<file path="src/dsf_pkg.sv">
// Shared constants and types for the disk sector framer.
package dsf_pkg;
  localparam int CLK_MHZ = 250;
  localparam int STEP_PULSE_NS = 1000;
  localparam int STEP_PULSE_CYC = (STEP_PULSE_NS * CLK_MHZ + 999) / 1000;
  localparam int STEP_GAP_NS = 3000;
  localparam int STEP_GAP_CYC = (STEP_GAP_NS * CLK_MHZ + 999) / 1000;
  localparam int SECTOR_BYTES = 512;
  localparam int HDR_BYTES = 5;
  localparam int CRC_BYTES = 2;
  localparam int SPT_SMALL = 21;
  localparam int SPT_LARGE = 32;
  localparam int TRACKS_SMALL = 244;
  localparam int TRACKS_LARGE = 202;
  localparam int HEADS_SMALL = 8;
  localparam int SURF_LARGE = 4;
  localparam logic [15:0] CRC_POLY = 16'h1021;
  localparam logic [15:0] CRC_INIT = 16'hffff;
  localparam logic [15:0] CRC_RESIDUE = 16'h0000;
  localparam logic [7:0] TRACK_RESET = 8'h00;

  typedef enum logic [1:0] {
    DSF_OP_READ,
    DSF_OP_WRITE,
    DSF_OP_FORMAT
  } dsf_op_t;

  typedef struct packed {
    dsf_op_t op;
    logic [8:0] track;
    logic [2:0] head;
    logic [4:0] sector;
    logic [7:0] key;
    logic [7:0] secinfo;
  } dsf_cmd_t;

  typedef struct packed {
    logic range_err;
    logic id_err;
    logic crc_err;
    logic pwr_abort;
  } dsf_status_t;
endpackage

</file>
<file path="src/dsf_crc16.sv">
// Byte-serial 16-bit check word generator and checker.
module dsf_crc16 (
  input wire logic i_sys_clk,
  input wire logic i_resetn,
  input wire logic i_clear,
  input wire logic i_en,
  input wire logic [7:0] i_byte,
  output logic [15:0] o_crc
);
  logic [15:0] crc_r;
  logic [15:0] crc_nxt;

  always_comb begin
    logic [15:0] c;
    c = i_clear ? dsf_pkg::CRC_INIT : crc_r;
    if (i_en) begin
      for (int b = 7; b >= 0; b--) begin
        c = (c[15] ^ i_byte[b]) ? ((c << 1) ^ dsf_pkg::CRC_POLY) : (c << 1);
      end
    end
    crc_nxt = c;
  end

  always_ff @(posedge i_sys_clk or negedge i_resetn) begin
    if (!i_resetn) begin
      crc_r <= dsf_pkg::CRC_INIT;
    end else begin
      crc_r <= crc_nxt;
    end
  end

  assign o_crc = crc_r;
endmodule // dsf_crc16

</file>
<file path="src/dsf_buf2.sv">
// Two-entry buffer with valid and ready on both sides.
module dsf_buf2 #(
  parameter int W = 8
) (
  input wire logic i_sys_clk,
  input wire logic i_resetn,
  input wire logic i_valid,
  input wire logic [W-1:0] i_data,
  output logic o_ready,
  output logic o_valid,
  output logic [W-1:0] o_data,
  input wire logic i_ready
);
  logic [W-1:0] mem_r [2];
  logic wp_r;
  logic rp_r;
  logic [1:0] cnt_r;
  logic push;
  logic pop;

  assign o_ready = (cnt_r != 2'h2);
  assign o_valid = (cnt_r != 2'h0);
  assign push = i_valid & o_ready;
  assign pop = o_valid & i_ready;
  assign o_data = mem_r[rp_r];

  always_ff @(posedge i_sys_clk) begin
    if (push) begin
      mem_r[wp_r] <= i_data;
    end
  end

  always_ff @(posedge i_sys_clk or negedge i_resetn) begin
    if (!i_resetn) begin
      wp_r <= 1'b0;
      rp_r <= 1'b0;
      cnt_r <= 2'h0;
    end else begin
      wp_r <= wp_r ^ push;
      rp_r <= rp_r ^ pop;
      cnt_r <= cnt_r + {1'b0, push} - {1'b0, pop};
    end
  end
endmodule // dsf_buf2

</file>
<file path="src/dsf_framer.sv">
// Disk-side track stepping and sector framing with check words.
module dsf_framer (
  input wire logic i_sys_clk,
  input wire logic i_resetn,
  input wire logic i_large_drive,
  input wire logic i_power_down,
  input wire logic i_track0,
  input wire logic i_cmd_valid,
  input wire dsf_pkg::dsf_cmd_t i_cmd,
  output logic o_cmd_ready,
  output logic o_done,
  output dsf_pkg::dsf_status_t o_status,
  output logic o_step,
  output logic o_step_in,
  output logic [2:0] o_head_sel,
  output logic [7:0] o_cur_track,
  output logic o_write_gate,
  input wire logic i_media_rd_valid,
  input wire logic [7:0] i_media_rd_byte,
  output logic o_media_rd_ready,
  output logic o_media_wr_valid,
  output logic [7:0] o_media_wr_byte,
  input wire logic i_media_wr_ready,
  input wire logic i_wr_valid,
  input wire logic [7:0] i_wr_byte,
  output logic o_wr_ready,
  output logic o_rd_valid,
  output logic [7:0] o_rd_byte,
  input wire logic i_rd_ready
);
  typedef enum logic [3:0] {
    S_RECAL, S_IDLE, S_SEEK, S_STEP, S_GAP, S_HDR_RD, S_HCRC_RD, S_HCHK,
    S_HDR_WR, S_HCRC_WR, S_DAT_RD, S_DCRC_RD, S_DCHK, S_DAT_WR, S_DCRC_WR
  } dsf_state_t;

  dsf_state_t st_r;
  dsf_pkg::dsf_cmd_t cmd_r;
  logic [1:0] pdn_q_r, trk0_q_r, large_q_r;
  logic pdn_s, trk0_s, large_s;
  logic [7:0] cur_trk_r, tgt_trk_r;
  logic [2:0] head_r;
  logic recal_r, id_bad_r;
  logic [15:0] tmr_r;
  logic [9:0] cnt_r;
  logic [15:0] crc;
  logic crc_clr, crc_en;
  logic [7:0] crc_byte, hdr_byte;
  logic media_take, media_put, wr_state;
  logic rbuf_in_ready, wbuf_out_valid, wbuf_out_ready;
  logic [7:0] wbuf_out_byte;
  logic cmd_take, range_bad, half;
  logic [7:0] phys_trk;

  // Pin inputs pass two flip-flops before anything reads them.
  always_ff @(posedge i_sys_clk or negedge i_resetn) begin
    if (!i_resetn) begin
      pdn_q_r <= 2'b11;
      trk0_q_r <= 2'b00;
      large_q_r <= 2'b00;
    end else begin
      pdn_q_r <= {pdn_q_r[0], i_power_down};
      trk0_q_r <= {trk0_q_r[0], i_track0};
      large_q_r <= {large_q_r[0], i_large_drive};
    end
  end
  assign pdn_s = pdn_q_r[1];
  assign trk0_s = trk0_q_r[1];
  assign large_s = large_q_r[1];

  // The large drive splits each surface between two heads, so logical
  // tracks past the first band belong to the partner head, counted again from track zero.
  assign half = large_s && (i_cmd.track >= 9'(dsf_pkg::TRACKS_LARGE));
  assign phys_trk = half ? 8'(i_cmd.track - 9'(dsf_pkg::TRACKS_LARGE)) : i_cmd.track[7:0];
  assign range_bad = large_s ?
    (i_cmd.track >= 9'(2 * dsf_pkg::TRACKS_LARGE) || i_cmd.head >= 3'(dsf_pkg::SURF_LARGE) ||
     {1'b0, i_cmd.sector} >= 6'(dsf_pkg::SPT_LARGE)) :
    (i_cmd.track >= 9'(dsf_pkg::TRACKS_SMALL) || {1'b0, i_cmd.head} >= 4'(dsf_pkg::HEADS_SMALL) ||
     i_cmd.sector >= 5'(dsf_pkg::SPT_SMALL));

  assign o_cmd_ready = (st_r == S_IDLE);
  assign cmd_take = i_cmd_valid & o_cmd_ready;
  assign o_step = (st_r == S_STEP);
  assign o_cur_track = cur_trk_r;
  assign o_head_sel = head_r;

  // Header layout: track, head, key, sector, security byte.
  always_comb begin
    case (cnt_r[2:0])
      3'h0: hdr_byte = tgt_trk_r;
      3'h1: hdr_byte = {5'h00, head_r};
      3'h2: hdr_byte = cmd_r.key;
      3'h3: hdr_byte = {3'h0, cmd_r.sector};
      default: hdr_byte = cmd_r.secinfo;
    endcase
  end

  assign wr_state = (st_r == S_HDR_WR) || (st_r == S_HCRC_WR) ||
                    (st_r == S_DAT_WR) || (st_r == S_DCRC_WR);
  assign o_write_gate = wr_state & ~pdn_s;
  assign o_media_rd_ready = (st_r == S_HDR_RD) || (st_r == S_HCRC_RD) ||
                            (st_r == S_DCRC_RD) || ((st_r == S_DAT_RD) && rbuf_in_ready);
  assign media_take = o_media_rd_ready & i_media_rd_valid;
  assign o_media_wr_valid = ~pdn_s & ((st_r == S_HDR_WR) || (st_r == S_HCRC_WR) ||
                            (st_r == S_DCRC_WR) || ((st_r == S_DAT_WR) && wbuf_out_valid));
  assign media_put = o_media_wr_valid & i_media_wr_ready;
  assign wbuf_out_ready = (st_r == S_DAT_WR) & ~pdn_s & i_media_wr_ready;

  // Check word follows its field, high byte first.
  always_comb begin
    case (st_r)
      S_HDR_WR: o_media_wr_byte = hdr_byte;
      S_DAT_WR: o_media_wr_byte = wbuf_out_byte;
      default: o_media_wr_byte = cnt_r[0] ? crc[7:0] : crc[15:8];
    endcase
  end

  // The engine restarts at the first byte of each field; check bytes read
  // back run through it too, so a clean field leaves a zero residue.
  assign crc_clr = (cnt_r == 10'h000) && ((st_r == S_HDR_RD) || (st_r == S_HDR_WR) ||
                   (st_r == S_DAT_RD) || (st_r == S_DAT_WR));
  assign crc_en = (media_take | media_put) && (st_r != S_HCRC_WR) && (st_r != S_DCRC_WR);
  assign crc_byte = media_take ? i_media_rd_byte : o_media_wr_byte;

  dsf_crc16 u_crc (
    .i_sys_clk(i_sys_clk),
    .i_resetn(i_resetn),
    .i_clear(crc_clr),
    .i_en(crc_en),
    .i_byte(crc_byte),
    .o_crc(crc)
  );

  dsf_buf2 #(.W(8)) u_wbuf (
    .i_sys_clk(i_sys_clk),
    .i_resetn(i_resetn),
    .i_valid(i_wr_valid),
    .i_data(i_wr_byte),
    .o_ready(o_wr_ready),
    .o_valid(wbuf_out_valid),
    .o_data(wbuf_out_byte),
    .i_ready(wbuf_out_ready)
  );

  dsf_buf2 #(.W(8)) u_rbuf (
    .i_sys_clk(i_sys_clk),
    .i_resetn(i_resetn),
    .i_valid(media_take && (st_r == S_DAT_RD)),
    .i_data(i_media_rd_byte),
    .o_ready(rbuf_in_ready),
    .o_valid(o_rd_valid),
    .o_data(o_rd_byte),
    .i_ready(i_rd_ready)
  );

  always_ff @(posedge i_sys_clk or negedge i_resetn) begin
    if (!i_resetn) begin
      cmd_r <= '0;
      tgt_trk_r <= dsf_pkg::TRACK_RESET;
      head_r <= 3'h0;
    end else if (cmd_take) begin
      cmd_r <= i_cmd;
      tgt_trk_r <= phys_trk;
      head_r <= large_s ? {i_cmd.head[1:0], half} : i_cmd.head;
    end
  end

  // Header identity compare during readback.
  always_ff @(posedge i_sys_clk or negedge i_resetn) begin
    if (!i_resetn) begin
      id_bad_r <= 1'b0;
    end else if (media_take && (st_r == S_HDR_RD)) begin
      id_bad_r <= ((cnt_r == 10'h000) ? 1'b0 : id_bad_r) | (i_media_rd_byte != hdr_byte);
    end
  end

  // Track position follows each completed seek step; recalibration steps leave it, and the sensor sets track zero.
  always_ff @(posedge i_sys_clk or negedge i_resetn) begin
    if (!i_resetn) begin
      cur_trk_r <= dsf_pkg::TRACK_RESET;
    end else if (st_r == S_RECAL && trk0_s) begin
      cur_trk_r <= dsf_pkg::TRACK_RESET;
    end else if (st_r == S_STEP && tmr_r == 16'h0001 && !recal_r) begin
      cur_trk_r <= o_step_in ? cur_trk_r + 8'h01 : cur_trk_r - 8'h01;
    end
  end

  always_ff @(posedge i_sys_clk or negedge i_resetn) begin
    if (!i_resetn) begin
      st_r <= S_RECAL;
      recal_r <= 1'b1;
      o_step_in <= 1'b0;
      tmr_r <= 16'h0000;
      cnt_r <= 10'h000;
      o_done <= 1'b0;
      o_status <= '0;
    end else begin
      o_done <= 1'b0;
      if (pdn_s && wr_state) begin
        st_r <= S_IDLE;
        o_done <= 1'b1;
        o_status <= '{range_err: 1'b0, id_err: 1'b0, crc_err: 1'b0, pwr_abort: 1'b1};
      end else begin
        case (st_r)
          S_RECAL: begin
            if (trk0_s) begin
              st_r <= S_IDLE;
              recal_r <= 1'b0;
            end else begin
              o_step_in <= 1'b0;
              tmr_r <= 16'(dsf_pkg::STEP_PULSE_CYC);
              st_r <= S_STEP;
            end
          end
          S_IDLE: begin
            cnt_r <= 10'h000;
            if (cmd_take) begin
              if (range_bad) begin
                o_done <= 1'b1;
                o_status <= '{range_err: 1'b1, id_err: 1'b0, crc_err: 1'b0, pwr_abort: 1'b0};
              end else begin
                st_r <= S_SEEK;
              end
            end
          end
          S_SEEK: begin
            if (cur_trk_r == tgt_trk_r) begin
              st_r <= (cmd_r.op == dsf_pkg::DSF_OP_FORMAT) ? S_HDR_WR : S_HDR_RD;
            end else begin
              o_step_in <= (tgt_trk_r > cur_trk_r);
              tmr_r <= 16'(dsf_pkg::STEP_PULSE_CYC);
              st_r <= S_STEP;
            end
          end
          S_STEP: begin
            tmr_r <= tmr_r - 16'h0001;
            if (tmr_r == 16'h0001) begin
              tmr_r <= 16'(dsf_pkg::STEP_GAP_CYC);
              st_r <= S_GAP;
            end
          end
          S_GAP: begin
            tmr_r <= tmr_r - 16'h0001;
            if (tmr_r == 16'h0001) begin
              st_r <= recal_r ? S_RECAL : S_SEEK;
            end
          end
          S_HDR_RD, S_HDR_WR: begin
            if (media_take | media_put) begin
              cnt_r <= cnt_r + 10'h001;
              if (cnt_r == 10'(dsf_pkg::HDR_BYTES - 1)) begin
                cnt_r <= 10'h000;
                st_r <= (st_r == S_HDR_RD) ? S_HCRC_RD : S_HCRC_WR;
              end
            end
          end
          S_HCRC_RD, S_DCRC_RD, S_HCRC_WR, S_DCRC_WR: begin
            if (media_take | media_put) begin
              cnt_r <= cnt_r + 10'h001;
              if (cnt_r == 10'(dsf_pkg::CRC_BYTES - 1)) begin
                cnt_r <= 10'h000;
                case (st_r)
                  S_HCRC_RD: st_r <= S_HCHK;
                  S_DCRC_RD: st_r <= S_DCHK;
                  S_HCRC_WR: st_r <= S_DAT_WR;
                  default: begin
                    st_r <= S_IDLE;
                    o_done <= 1'b1;
                    o_status <= '0;
                  end
                endcase
              end
            end
          end
          S_HCHK: begin
            if (crc != dsf_pkg::CRC_RESIDUE || id_bad_r) begin
              st_r <= S_IDLE;
              o_done <= 1'b1;
              o_status <= '{range_err: 1'b0, id_err: id_bad_r,
                            crc_err: (crc != dsf_pkg::CRC_RESIDUE), pwr_abort: 1'b0};
            end else begin
              st_r <= (cmd_r.op == dsf_pkg::DSF_OP_READ) ? S_DAT_RD : S_DAT_WR;
            end
          end
          S_DAT_RD, S_DAT_WR: begin
            if (media_take | media_put) begin
              cnt_r <= cnt_r + 10'h001;
              if (cnt_r == 10'(dsf_pkg::SECTOR_BYTES - 1)) begin
                cnt_r <= 10'h000;
                st_r <= (st_r == S_DAT_RD) ? S_DCRC_RD : S_DCRC_WR;
              end
            end
          end
          S_DCHK: begin
            st_r <= S_IDLE;
            o_done <= 1'b1;
            o_status <= '{range_err: 1'b0, id_err: 1'b0,
                          crc_err: (crc != dsf_pkg::CRC_RESIDUE), pwr_abort: 1'b0};
          end
          default: st_r <= S_IDLE;
        endcase
      end
    end
  end

  AST_STEP_IN: assert property (@(posedge i_sys_clk) disable iff (!i_resetn)
    (st_r == S_STEP && tmr_r == 16'h0001 && o_step_in && !recal_r)
      |=> cur_trk_r == $past(cur_trk_r) + 8'h01) else $error("step in did not add one track");
  AST_STEP_OUT: assert property (@(posedge i_sys_clk) disable iff (!i_resetn)
    (st_r == S_STEP && tmr_r == 16'h0001 && !o_step_in && !recal_r)
      |=> cur_trk_r == $past(cur_trk_r) - 8'h01) else $error("step out did not drop one track");
  AST_TRACK_ZERO: assert property (@(posedge i_sys_clk) disable iff (!i_resetn)
    (st_r == S_RECAL && trk0_s) |=> (cur_trk_r == 8'h00 && st_r == S_IDLE))
    else $error("track zero sensor did not set track zero");
  AST_SECTOR_LEN: assert property (@(posedge i_sys_clk) disable iff (!i_resetn)
    (st_r == S_DAT_WR && media_put && cnt_r == 10'h1ff && !pdn_s) |=> st_r == S_DCRC_WR)
    else $error("data field length not 512 bytes");
  AST_HDR_FIRST: assert property (@(posedge i_sys_clk) disable iff (!i_resetn)
    (st_r inside {S_DAT_RD, S_DAT_WR} && $past(st_r) != st_r)
      |-> $past(st_r) inside {S_HCHK, S_HCRC_WR}) else $error("data before header");
  AST_CRC_HIGH: assert property (@(posedge i_sys_clk) disable iff (!i_resetn)
    (st_r == S_DCRC_WR && cnt_r == 10'h000 && o_media_wr_valid) |-> o_media_wr_byte == crc[15:8])
    else $error("check word high byte not first");
  AST_CRC_FOLLOWS: assert property (@(posedge i_sys_clk) disable iff (!i_resetn)
    (st_r == S_HDR_WR && media_put && cnt_r == 10'h004 && !pdn_s) |=> st_r == S_HCRC_WR)
    else $error("header check word not after header");
  AST_CRC_ERR: assert property (@(posedge i_sys_clk) disable iff (!i_resetn)
    (st_r == S_DCHK && crc != 16'h0000) |=> (o_done && o_status.crc_err))
    else $error("check word mismatch not reported");
  AST_NO_WRITE_PDN: assert property (@(posedge i_sys_clk) disable iff (!i_resetn)
    pdn_s |-> (!o_write_gate && !o_media_wr_valid)) else $error("write during power down");
  AST_SECTOR_RANGE: assert property (@(posedge i_sys_clk) disable iff (!i_resetn)
    (cmd_take && !large_s && i_cmd.sector >= 5'h15) |=> (o_done && o_status.range_err))
    else $error("sector past track end accepted");
endmodule // dsf_framer

</file>
<file path="config.mk">
export PLATFORM = sky130hd
export DESIGN_NAME = dsf_framer
export DESIGN_NICKNAME = d
export VERILOG_FILES = /design/src/dsf_pkg.sv /design/src/dsf_crc16.sv /design/src/dsf_buf2.sv /design/src/dsf_framer.sv
export SDC_FILE = /design/constraint.sdc
export NUM_CORES = 1
export LEC_CHECK = 0
export BUFFER_PORTS_ARGS = -buffer_cell sky130_fd_sc_hd__buf_2
export CAP_MARGIN = 15
export CELL_PAD_IN_SITES_DETAIL_PLACEMENT = 1
export CELL_PAD_IN_SITES_GLOBAL_PLACEMENT = 1
export CORE_ASPECT_RATIO = 0.9
export CORE_MARGIN = 3
export CORE_UTILIZATION = 45
export DETAILED_ROUTE_END_ITERATION = 12
export GPL_TIMING_DRIVEN = 0
export MAX_ROUTING_LAYER = met4
export PLACE_DENSITY_LB_ADDON = 0.1
export SYNTH_ARGS = -nofsm -noshare
export SYNTH_HDL_FRONTEND = slang
export SYNTH_HIERARCHICAL = 1
export SYNTH_SLANG_ARGS = --single-unit
</file>
<file path="constraint.sdc">
create_clock -name i_sys_clk -period 4.9 [get_ports i_sys_clk]
set_input_delay 0.98 -clock i_sys_clk [delete_from_list [all_inputs] [get_ports i_sys_clk]]
set_output_delay 0.98 -clock i_sys_clk [all_outputs]
set_load 0.02 [all_outputs]
</file>
==> summary.md, run 1 <==
| Metric | Value |
|---|---|
| Worst EP arrival | 4.15 ns |
| Post-layout net count | 1,054 |
| Die ar. | 0.0205 mm^2 |
| Switching share of total power | 42.3% |
| Initial antenna violation count | 0 |
| Total gr overflow | 0 |
| Syn nets | 934 |
| Clk_skew | 0.00872 ns |
| Antenna diodes | 0 |
| Drt pass-1 iters | 5 |
| CTS tree | done |
| Die width | 151 um |
| Routed len/inst | 21.5 um |
| Fill cell count | 2,038 |
| Worst path max stage delay | 0.41 ns |
| RD Place Congestion | 0.929 |
| Vias in the first global route | 7,738 |
| Combinational fraction of design power | 46.5% |
| Detailed-route via count | 7,162 |
| FF-to-FF path depth | 12 |
| Synth top area share | 26.9% |
| Setup TNS | 0 ns |
| DRC viols | 0 |
| Power per cell area | 617 mW/mm^2 |
| IO Count | 101 |
| Detail Placement HPWL | 19,900 um |
| Sink Count | 142 |
| Unrepaired setup endpoints after global routing | no |
| Sequential share of power | 31.1% |
| Seq cells post-synth | 142 |
| Slowest cell on crit path | xnor3_1 |
| Num CTS Buffers | 17 |
| Tot Pwr | 0.00611 W |
| VDD IR max | 0.323 mV |
| DR vias/cell | 5.88 |
| Asr flop ratio synth | 77.5% |
| Max FO, Critical Path | 10 |
| Share of layout cells above drive strength 1 | 24.9% |
| Root Buffer | clkbuf_16 |
| Final Cycle Share | 77.5% |
| Status | completed |
| Peak Freq | 263 MHz |
| Register area share after synthesis | 44.2% |
| Leak | 4.26 nW |
| CP required | 5.26 ns |
| Clock buffer depth | 2 |
| Drt total wl | 26,200 um |
| First-pass GRT wire length | 42,300 um |
| Final hold violation count | 0 |
| Iteration-0 DRC Markers | 393 |
| Post-synth EDFFs | 32 |
| CP dominant cell by count | buf_2 |
| H-tree lvl count | 4 |
| Crit path cell chain | buf_2 -> inv_1 -> ha_1 -> buf_2 -> a222oi_1 -> a21oi_1 -> a31o_2 -> mux2_2 -> xnor2_2 -> xnor3_1 -> or4_1 -> o311a_1 |
| Layout Utilization | 55.0% |
| Std cell rows | 46 |
| Overall routing resource usage | 27.3% |
| Initial core utilization | 47.0% |
| Cell Area, Synth | 0.00846 mm^2 |
| Max-cap violations | 0 |
| Clock latency on the worst-skew pair | 0.43 ns |
| Clk pwr share | 22.4% |
| Tmin final | 3.80 ns |
| Core area | 0.0180 mm^2 |
| Post-Syn Instances | 845 |
| Critical Path End Type | register |
| DIE HEIGHT | 136 um |
| Max-slew headroom | 39.5% |
| Setup Viol. Count Final | 0 |
| Hold/Removal Path Class | reg2reg |
| Cts hold-fix bufs | 0 |
| Post-synthesis area per instance | 10.0 um^2 |
| Largest cells by area after synthesis | dfrtp_1 27%, edfxtp_1 11%, mux2_2 6.5% |
| Yosys cell types | 83 |
| Max Slew Vio Count | 0 |
| Synth area leader | dfrtp_1 |
| Pin count of the biggest net entering global routing | 66 |
| Most used flip-flop cell after synthesis | dfrtp_1 |
| CP Class | reg2reg |
| Antenna viol nets, final | 0 |
| Sw Pwr | 0.00259 W |
| Yosys warnings | 6 |
| Slew at the pin with the worst max-slew slack | 0.901 ns |
| WHS Path Cells | 0 |
| Port bufs | 100 |
| Post-CTS Repair Setup Buffers | 0 |
| Internal power | 0.00353 W |
| Startpoint types | register |
| Area Overhead vs Synth | 17.1% |
| Post_cts resized | 0 |
| Clock-pin slew of the registers on the worst-case setup and hold paths | 0.07 ns |
## through the flow
step                      hold WS, ns  cells  setup WS, ns  instance area [um^2]
after global placement          0.335   1185          1.24                  9260
after global routing            0.356   1218         0.932                  9910
after detailed placement        0.339   1186          1.16                  9290
final                           0.353   1218          1.10                  9910
after CTS                       0.357   1218          1.11                  9910
after floorplan                 0.331    845          1.61                  8460
## kinds of logic after synthesis
group           after synthesis  synth area share [%]
xor+xnor                     49                  5.65
buf+inv                      81                  4.17
simple gates                276                  16.9
flops                       142                  44.2
fa+ha+maj                    28                  4.23
mux                          65                  8.41
compound gates              204                  16.5
## state kept, by name, indices dropped and copies added, names as in the netlist, 3 cells and up
register and count:
o_status 4, u_wbuf/mem_r 16, tmr_r 16, o_cur_track 8, u_crc/o_crc 16, cnt_r 10
cmd_r 23, u_rbuf/mem_r 16, tgt_trk_r 8, st_r 4, o_head_sel 3
## metal layers
layer | track usage [%] | routed length [um] | up-vias
met5 | - | 0 | -
met2 | 43.9 | 12600 | 203
met4 | 6.55 | 344 | 0
met3 | 5.50 | 1510 | 39
li1 | - | - | 3342
met1 | 35.8 | 11800 | 3578
## power by group through the flow
| stage | Sequential, W | Clock (W) | Combinational [W] |
|---|---|---|---|
| 6_report | 0.00190 | 0.00137 | 0.00284 |
| 5_1_grt | 0.00194 | 0.00146 | 0.00310 |
| 4_1_cts | 0.00190 | 0.00140 | 0.00283 |
| 3_5_place_dp | 0.00191 | 0 | 0.00280 |
| 3_3_place_gp | 0.00188 | 0 | 0.00266 |
| 2_1_floorplan | 0.00184 | 0 | 0.00201 |
## final timing paths
path | slack, ns | startpoint | endpoint
max in group asynchronous | 3.55 | i_resetn | recal_r
worst max-delay path | 1.10 | cnt_r[0] | u_crc/o_crc[5]
min in group asynchronous | 0.57 | i_resetn | tmr_r[7]
worst min register to register | 0.35 | trk0_q_r[0] | trk0_q_r[1]
worst max register to register | 1.10 | cnt_r[0] | u_crc/o_crc[5]
worst min-delay path | 0.35 | trk0_q_r[0] | trk0_q_r[1]
## synth_stat cells, types with 20 or more instances
master	instances
ha_1	27
nor2_1	65
nor3_1	20
o21ai_0	55
nand3_1	30
mux2_2	49
a21oi_1	22
xnor2_1	26
nand2_1	56
edfxtp_1	32
inv_1	39
dfrtp_1	91
## worst max-delay path, delay by kind of cell, from the launching register on
family / cells / cell delay, ns
flops: 1 / 0.38
simple gates: 1 / 0.41
xor+xnor: 2 / 0.71
mux: 1 / 0.33
fa+ha+maj: 1 / 0.22
buf+inv: 3 / 0.63
compound gates: 4 / 1.05
## layout make-up
type	count	area (um^2)	area share (%)
Multi-Input combinational cell	622	4370	44.1
Timing Repair Buffer	101	531	5.35
Tap cell	240	300	3.03
Buffer	42	206	2.08
Clock inverter	15	189	1.91
Sequential cell	142	3740	37.7
Inverter	39	146	1.48
Clock buffer	17	425	4.29
## cell usage in the layout (no fill, tap or decap), types with 9 or more instances in the layout
master and count:
inv_1 39, nand2b_1 17, and3_1 13, ha_1 27, a22oi_1 9, o21ai_0 55, clkbuf_16 17, mux2i_1 16
nor2b_1 18, a21oi_1 22, xnor2_1 26, edfxtp_1 32, nand3_1 30, a31oi_1 16, xor2_1 19, dfrtp_1 91
nor4_1 10, nor2_1 65, clkbuf_1 17, buf_2 117, mux2_2 49, dfstp_2 19, nor3_1 20, nand2_1 56
o211ai_1 11
(Power assumes the default switching activity.)
==> run 2: changes to the inputs <==
- clock period: 4.9 -> 3.9 ns (I/O delays scaled with it)
==> run 2 against run 1 <==
Against the previous run: first-iteration DRC count rose by 6.6%; largest cell class unchanged; clock skew down 0.00056 ns; via count is 0.25% higher; worst setup slack worse by 0.93 ns; global-route usage unchanged; core utilization hardly changed; flip-flop and latch count unchanged; die area stayed put; non-clock buffer count unchanged; register-to-register slack lost 0.93 ns; hold slack about the same.
==> summary.md, run 2 (synthesis gave the netlist of run 1 again) <==
| Metric | Value |
|---|---|
| Max-cap violations | 0 |
| Switching share of total power | 42.3% |
| Slowest cell on crit path | xnor3_1 |
| Total gr overflow | 0 |
| Clock latency on the worst-skew pair | 0.43 ns |
| Internal power | 0.00444 W |
| Share of layout cells above drive strength 1 | 25.1% |
| Layout Utilization | 55.0% |
| Final Cycle Share | 95.5% |
| Met2 WL | 12,700 um |
| CP Class | reg2reg |
| Iteration-0 DRC Markers | 419 |
| Power per cell area | 776 mW/mm^2 |
| DIE HEIGHT | 136 um |
| Antenna viol nets, final | 0 |
| Worst path max stage delay | 0.41 ns |
| Met3 WL | 1310 um |
| Die width | 151 um |
| Sw Pwr | 0.00325 W |
| RD Place Congestion | 0.929 |
| Peak Freq | 269 MHz |
| Tmin final | 3.72 ns |
| Setup Viol. Count Final | 0 |
| Root Buffer | clkbuf_16 |
| FF-to-FF path depth | 12 |
| Leak | 4.26 nW |
| CTS tree | done |
| Highest metal used | met4 |
| WP buf/inv | 3 |
| Detailed-route via count | 7,180 |
| Finished Cell Area | 0.00991 mm^2 |
| Drt total wl | 26,200 um |
| Routed len/inst | 21.5 um |
| Worst EP arrival | 4.08 ns |
| IO Count | 101 |
| Slew at the pin with the worst max-slew slack | 0.901 ns |
| Largest Register | cmd_r |
| Combinational fraction of design power | 46.5% |
| Drt pass-1 iters | 5 |
| Clk pwr share | 22.4% |
| CP required | 4.26 ns |
| Initial core utilization | 47.0% |
| Core area | 0.0180 mm^2 |
| Commonest non-fill, non-tap cell in the layout | buf_2 |
| Clock buffer depth | 2 |
| Post-layout net count | 1,054 |
| Max-slew headroom | 39.4% |
| Fill cell count | 2,036 |
| Post-CTS Repair Setup Buffers | 0 |
| Clock-pin slew of the registers on the worst-case setup and hold paths | 0.07 ns |
| DR vias/cell | 5.89 |
| Max FO, Critical Path | 10 |
| WL met1 | 11,900 um |
| Fin Hold WS | 0.353 ns |
| Pin count of the biggest net entering global routing | 66 |
| VDD IR max | 0.405 mV |
| Die ar. | 0.0205 mm^2 |
| Overall routing resource usage | 27.3% |
| Critical Path Stages | 12 |
| Clk_skew | 0.00816 ns |
| Unrepaired setup endpoints after global routing | no |
| Commonest cells after routing, fill and taps aside | 116 x buf_2, 91 x dfrtp_1, 64 x nor2_1, 56 x nand2_1, 55 x o21ai_0 |
| Num CTS Buffers | 17 |
| Startpoint types | register |
| First-pass GRT wire length | 42,300 um |
| Sequential share of power | 31.1% |
| Placed Area | 0.00929 mm^2 |
| Sink Count | 142 |
| Hold/Removal Path Class | reg2reg |
| Initial antenna violation count | 0 |
| Setup TNS | 0 ns |
| Final hold violation count | 0 |
| Area Overhead vs Synth | 17.1% |
| Port bufs | 100 |
| Crit path cell chain | clkbuf_4 -> inv_1 -> ha_1 -> buf_2 -> a222oi_1 -> a21oi_1 -> a31o_2 -> mux2_2 -> xnor2_2 -> xnor3_1 -> or4_1 -> o311a_1 |
| H-tree lvl count | 4 |
| Max Slew Vio Count | 0 |
| Critical Path End Type | register |
| Vias in the first global route | 7,738 |
| Detail Placement HPWL | 19,900 um |
| Antenna diodes | 0 |
| Status | completed |
| Crit path max-delay family | compound AO/OA/AOI/OAI gates |
| WHS Path Cells | 0 |
| Std cell rows | 46 |
| DRC viols | 0 |
| Max reg flops | 23 |
run 2: cell count changes in the layout (fill, tap and decap cells not counted):
cell and delta:
clkbuf_4 +1, buf_2 -1, nor2_1 -1, nor2_2 +1
run 2: timing repair:
action	in CTS	in global routing
setup endpoints to repair	0	1
gates resized for setup	0	2
hold buffers	0	0
endpoints found under the hold margin	0	0
run 2: stage by stage:
stage,std cells,total power [W],setup WS (ns)
2_1_floorplan,845,0.00484,0.605
3_3_place_gp,1185,0.00571,0.237
3_5_place_dp,1186,0.00592,0.160
4_1_cts,1218,0.00770,0.107
5_1_grt,1218,0.00817,0.0181
6_report,1218,0.00769,0.176
run 2: path summary, 6_finish.rpt:
kind	start	endpoint	slack, ns
min reg2reg	trk0_q_r[0]	trk0_q_r[1]	0.35
min in group asynchronous	i_resetn	tmr_r[7]	0.37
max	cnt_r[0]	u_crc/o_crc[5]	0.18
max reg2reg	cnt_r[0]	u_crc/o_crc[5]	0.18
min	trk0_q_r[0]	trk0_q_r[1]	0.35
max in group asynchronous	i_resetn	cmd_r[14]	2.75
run 2: area by class of cell:
class | count | area (um^2) | area share [%]
plain buffers | 42 | 209 | 2.11
clock buffers | 17 | 425 | 4.29
clock inverters | 15 | 189 | 1.91
inverters | 39 | 146 | 1.48
multi-input cells | 622 | 4370 | 44.1
flip-flops and latches | 142 | 3740 | 37.7
well taps | 240 | 300 | 3.03
repair buffers | 101 | 531 | 5.35
run 2: metal layers:
metal	global-route usage, %	up-vias
li1	-	3343
met1	35.8	3613
met2	43.9	188
met3	5.50	36
met4	6.55	0
met5	-	-
run 2: power groups by stage:
| stage | registers, W | clock network, W | logic (W) |
|---|---|---|---|
| floorplan | 0.00231 | 0 | 0.00253 |
| global placement | 0.00236 | 0 | 0.00334 |
| detailed placement | 0.00240 | 0 | 0.00352 |
| CTS | 0.00238 | 0.00176 | 0.00356 |
| global route | 0.00244 | 0.00184 | 0.00389 |
| finish | 0.00239 | 0.00172 | 0.00358 |
==> run 3: changes to the inputs <==
- CORE_UTILIZATION: 45 -> 46
==> run 3 against run 2 <==
Against the previous run: clock power down 7%; first-iteration DRC count up 4.1%; sequential share of layout area up 0.11 points; maximum frequency down 0.19%; wire length down 0.82%; critical path depth unchanged; non-clock buffer count unchanged; clock-buffer cell count unchanged; sequential power about the same; combinational power about the same; worst setup slack worse by 0.0069 ns; via count about the same; critical path type unchanged; highest routed layer unchanged.
==> summary.md, run 3 (synthesis gave the netlist of run 1 again) <==
| Metric | Value |
|---|---|
| Worst EP arrival | 4.09 ns |
| Max FO, Critical Path | 10 |
| Detailed-route via count | 7,185 |
| Peak Freq | 268 MHz |
| Sink Count | 142 |
| Tmin final | 3.73 ns |
| Clock latency on the worst-skew pair | 0.43 ns |
| DRC viols | 0 |
| Setup TNS | 0 ns |
| IO Count | 101 |
| First-pass GRT wire length | 41,400 um |
| Final hold violation count | 0 |
| Std cell rows | 46 |
| Reg-to-reg endpoint | u_crc/o_crc[5] |
| Critical Path End Type | register |
| Routed len/inst | 21.4 um |
| Setup Viol. Count Final | 0 |
| Sequential share of power | 31.6% |
| Switching share of total power | 43.0% |
| Slew at the pin with the worst max-slew slack | 0.953 ns |
| Antenna viol nets, final | 0 |
| Clk_skew | 0.0114 ns |
| Fin cells | 1,218 |
| FF-to-FF path depth | 12 |
| Status | completed |
| Vias in the first global route | 7,546 |
| Overall routing resource usage | 27.0% |
| RD Place Congestion | 0.913 |
| Max-cap violations | 0 |
| Post-layout net count | 1,054 |
| DIE HEIGHT | 135 um |
| Share of layout cells above drive strength 1 | 25.1% |
| Core area | 0.0178 mm^2 |
| Placed cell count | 1,186 |
| Hold/Removal Path Class | reg2reg |
| Pin count of the biggest net entering global routing | 64 |
| Fin Hold WS | 0.352 ns |
| Internal power | 0.00432 W |
| Hold Path Origin | trk0_q_r[0] |
| Commonest cells after routing, fill and taps aside | 116 x buf_2, 91 x dfrtp_1, 65 x nor2_1, 56 x nand2_1, 55 x o21ai_0 |
| CP required | 4.26 ns |
| Max Slew Vio Count | 0 |
| Area Overhead vs Synth | 16.8% |
| Leak | 4.24 nW |
| WHS Path Cells | 0 |
| Power per cell area | 767 mW/mm^2 |
| Root Buffer | clkbuf_16 |
| Startpoint types | register |
| Max reg flops | 23 |
| Iteration-0 DRC Markers | 436 |
| Layout Utilization | 55.4% |
| Sw Pwr | 0.00326 W |
| Largest Register | cmd_r |
| Port bufs | 100 |
| Unrepaired setup endpoints after global routing | no |
| DR vias/cell | 5.90 |
| Clock buffer depth | 2 |
| VDD IR max | 0.392 mV |
| Initial core utilization | 47.4% |
| H-tree lvl count | 4 |
| R2r startpoint | cnt_r[0] |
| Commonest non-fill, non-tap cell in the layout | buf_2 |
| Max-slew headroom | 35.9% |
| R2R setup slack | 0.17 ns |
| Num CTS Buffers | 17 |
| Antenna diodes | 0 |
| Total gr overflow | 0 |
| Initial antenna violation count | 0 |
| Final Cycle Share | 95.7% |
| CP Class | reg2reg |
| Die width | 149 um |
| Worst Hold End | trk0_q_r[1] |
| Drt total wl | 26,000 um |
| Drt pass-1 iters | 5 |
| CTS tree | done |
| Detail Placement HPWL | 19,600 um |
| Die ar. | 0.0201 mm^2 |
| Combinational fraction of design power | 47.3% |
| Clock-pin slew of the registers on the worst-case setup and hold paths | 0.07 ns |
| Cts hold-fix bufs | 0 |
| Clk pwr share | 21.1% |
## run 3: per-stage QoR
stage	total power [W]	cell area (um^2)	worst slack, ns
floorplan	0.00484	8460	0.605
detailed placement	0.00591	9290	0.141
finish	0.00758	9880	0.169
global route	0.00804	9880	0.0199
CTS	0.00756	9870	0.0987
global placement	0.00570	9260	0.212
## run 3: layout make-up
class	instances	area, um^2
multi-input cells	622	4390
well taps	240	300
inverters	39	146
flip-flops and latches	142	3740
clock buffers	17	425
clock inverters	15	149
fillers	2036	7960
plain buffers	42	209
repair buffers	101	531
## run 3: timing repair
action,4_1_cts,5_1_grt
resized for setup,0,3
setup endpoints to repair,0,1
buffers inserted,0,0
## run 3: routing by layer
layer  share of wire [%]  global-route usage [%]
met5                   0                       -
met1                  46                    36.6
met4                0.73                    5.19
met2                  48                    43.2
met3                 5.0                    4.77
## run 3: how the worst max path moves through the flow
stage                         from        endpoint  slack [ns]
after detailed placement  cnt_r[0]  u_crc/o_crc[5]        0.14
after CTS                 cnt_r[0]  u_crc/o_crc[5]         0.1
final                     cnt_r[0]  u_crc/o_crc[5]        0.17
after global routing      cnt_r[0]  u_crc/o_crc[5]        0.02
after floorplan           cnt_r[0]  u_crc/o_crc[5]        0.61
after global placement    cnt_r[0]  u_crc/o_crc[5]        0.21
## run 3: critical path, cell delays in order (launching register included)
cell,delay [ns]
dfrtp_1,0.38
clkbuf_4,0.26
inv_1,0.11
ha_1,0.20
buf_2,0.18
a222oi_1,0.46
a21oi_1,0.22
a31o_2,0.30
mux2_2,0.34
xnor2_4,0.24
xnor3_1,0.40
or4_1,0.44
o311a_1,0.13
## run 3: power by group through the flow
| stage | registers, W | logic, W | clock network, W |
|---|---|---|---|
| 5_1_grt | 0.00245 | 0.00389 | 0.00170 |
| 4_1_cts | 0.00239 | 0.00355 | 0.00163 |
| 3_5_place_dp | 0.00241 | 0.00351 | 0 |
| 2_1_floorplan | 0.00231 | 0.00253 | 0 |
| 3_3_place_gp | 0.00236 | 0.00334 | 0 |
| 6_report | 0.00240 | 0.00358 | 0.00160 |
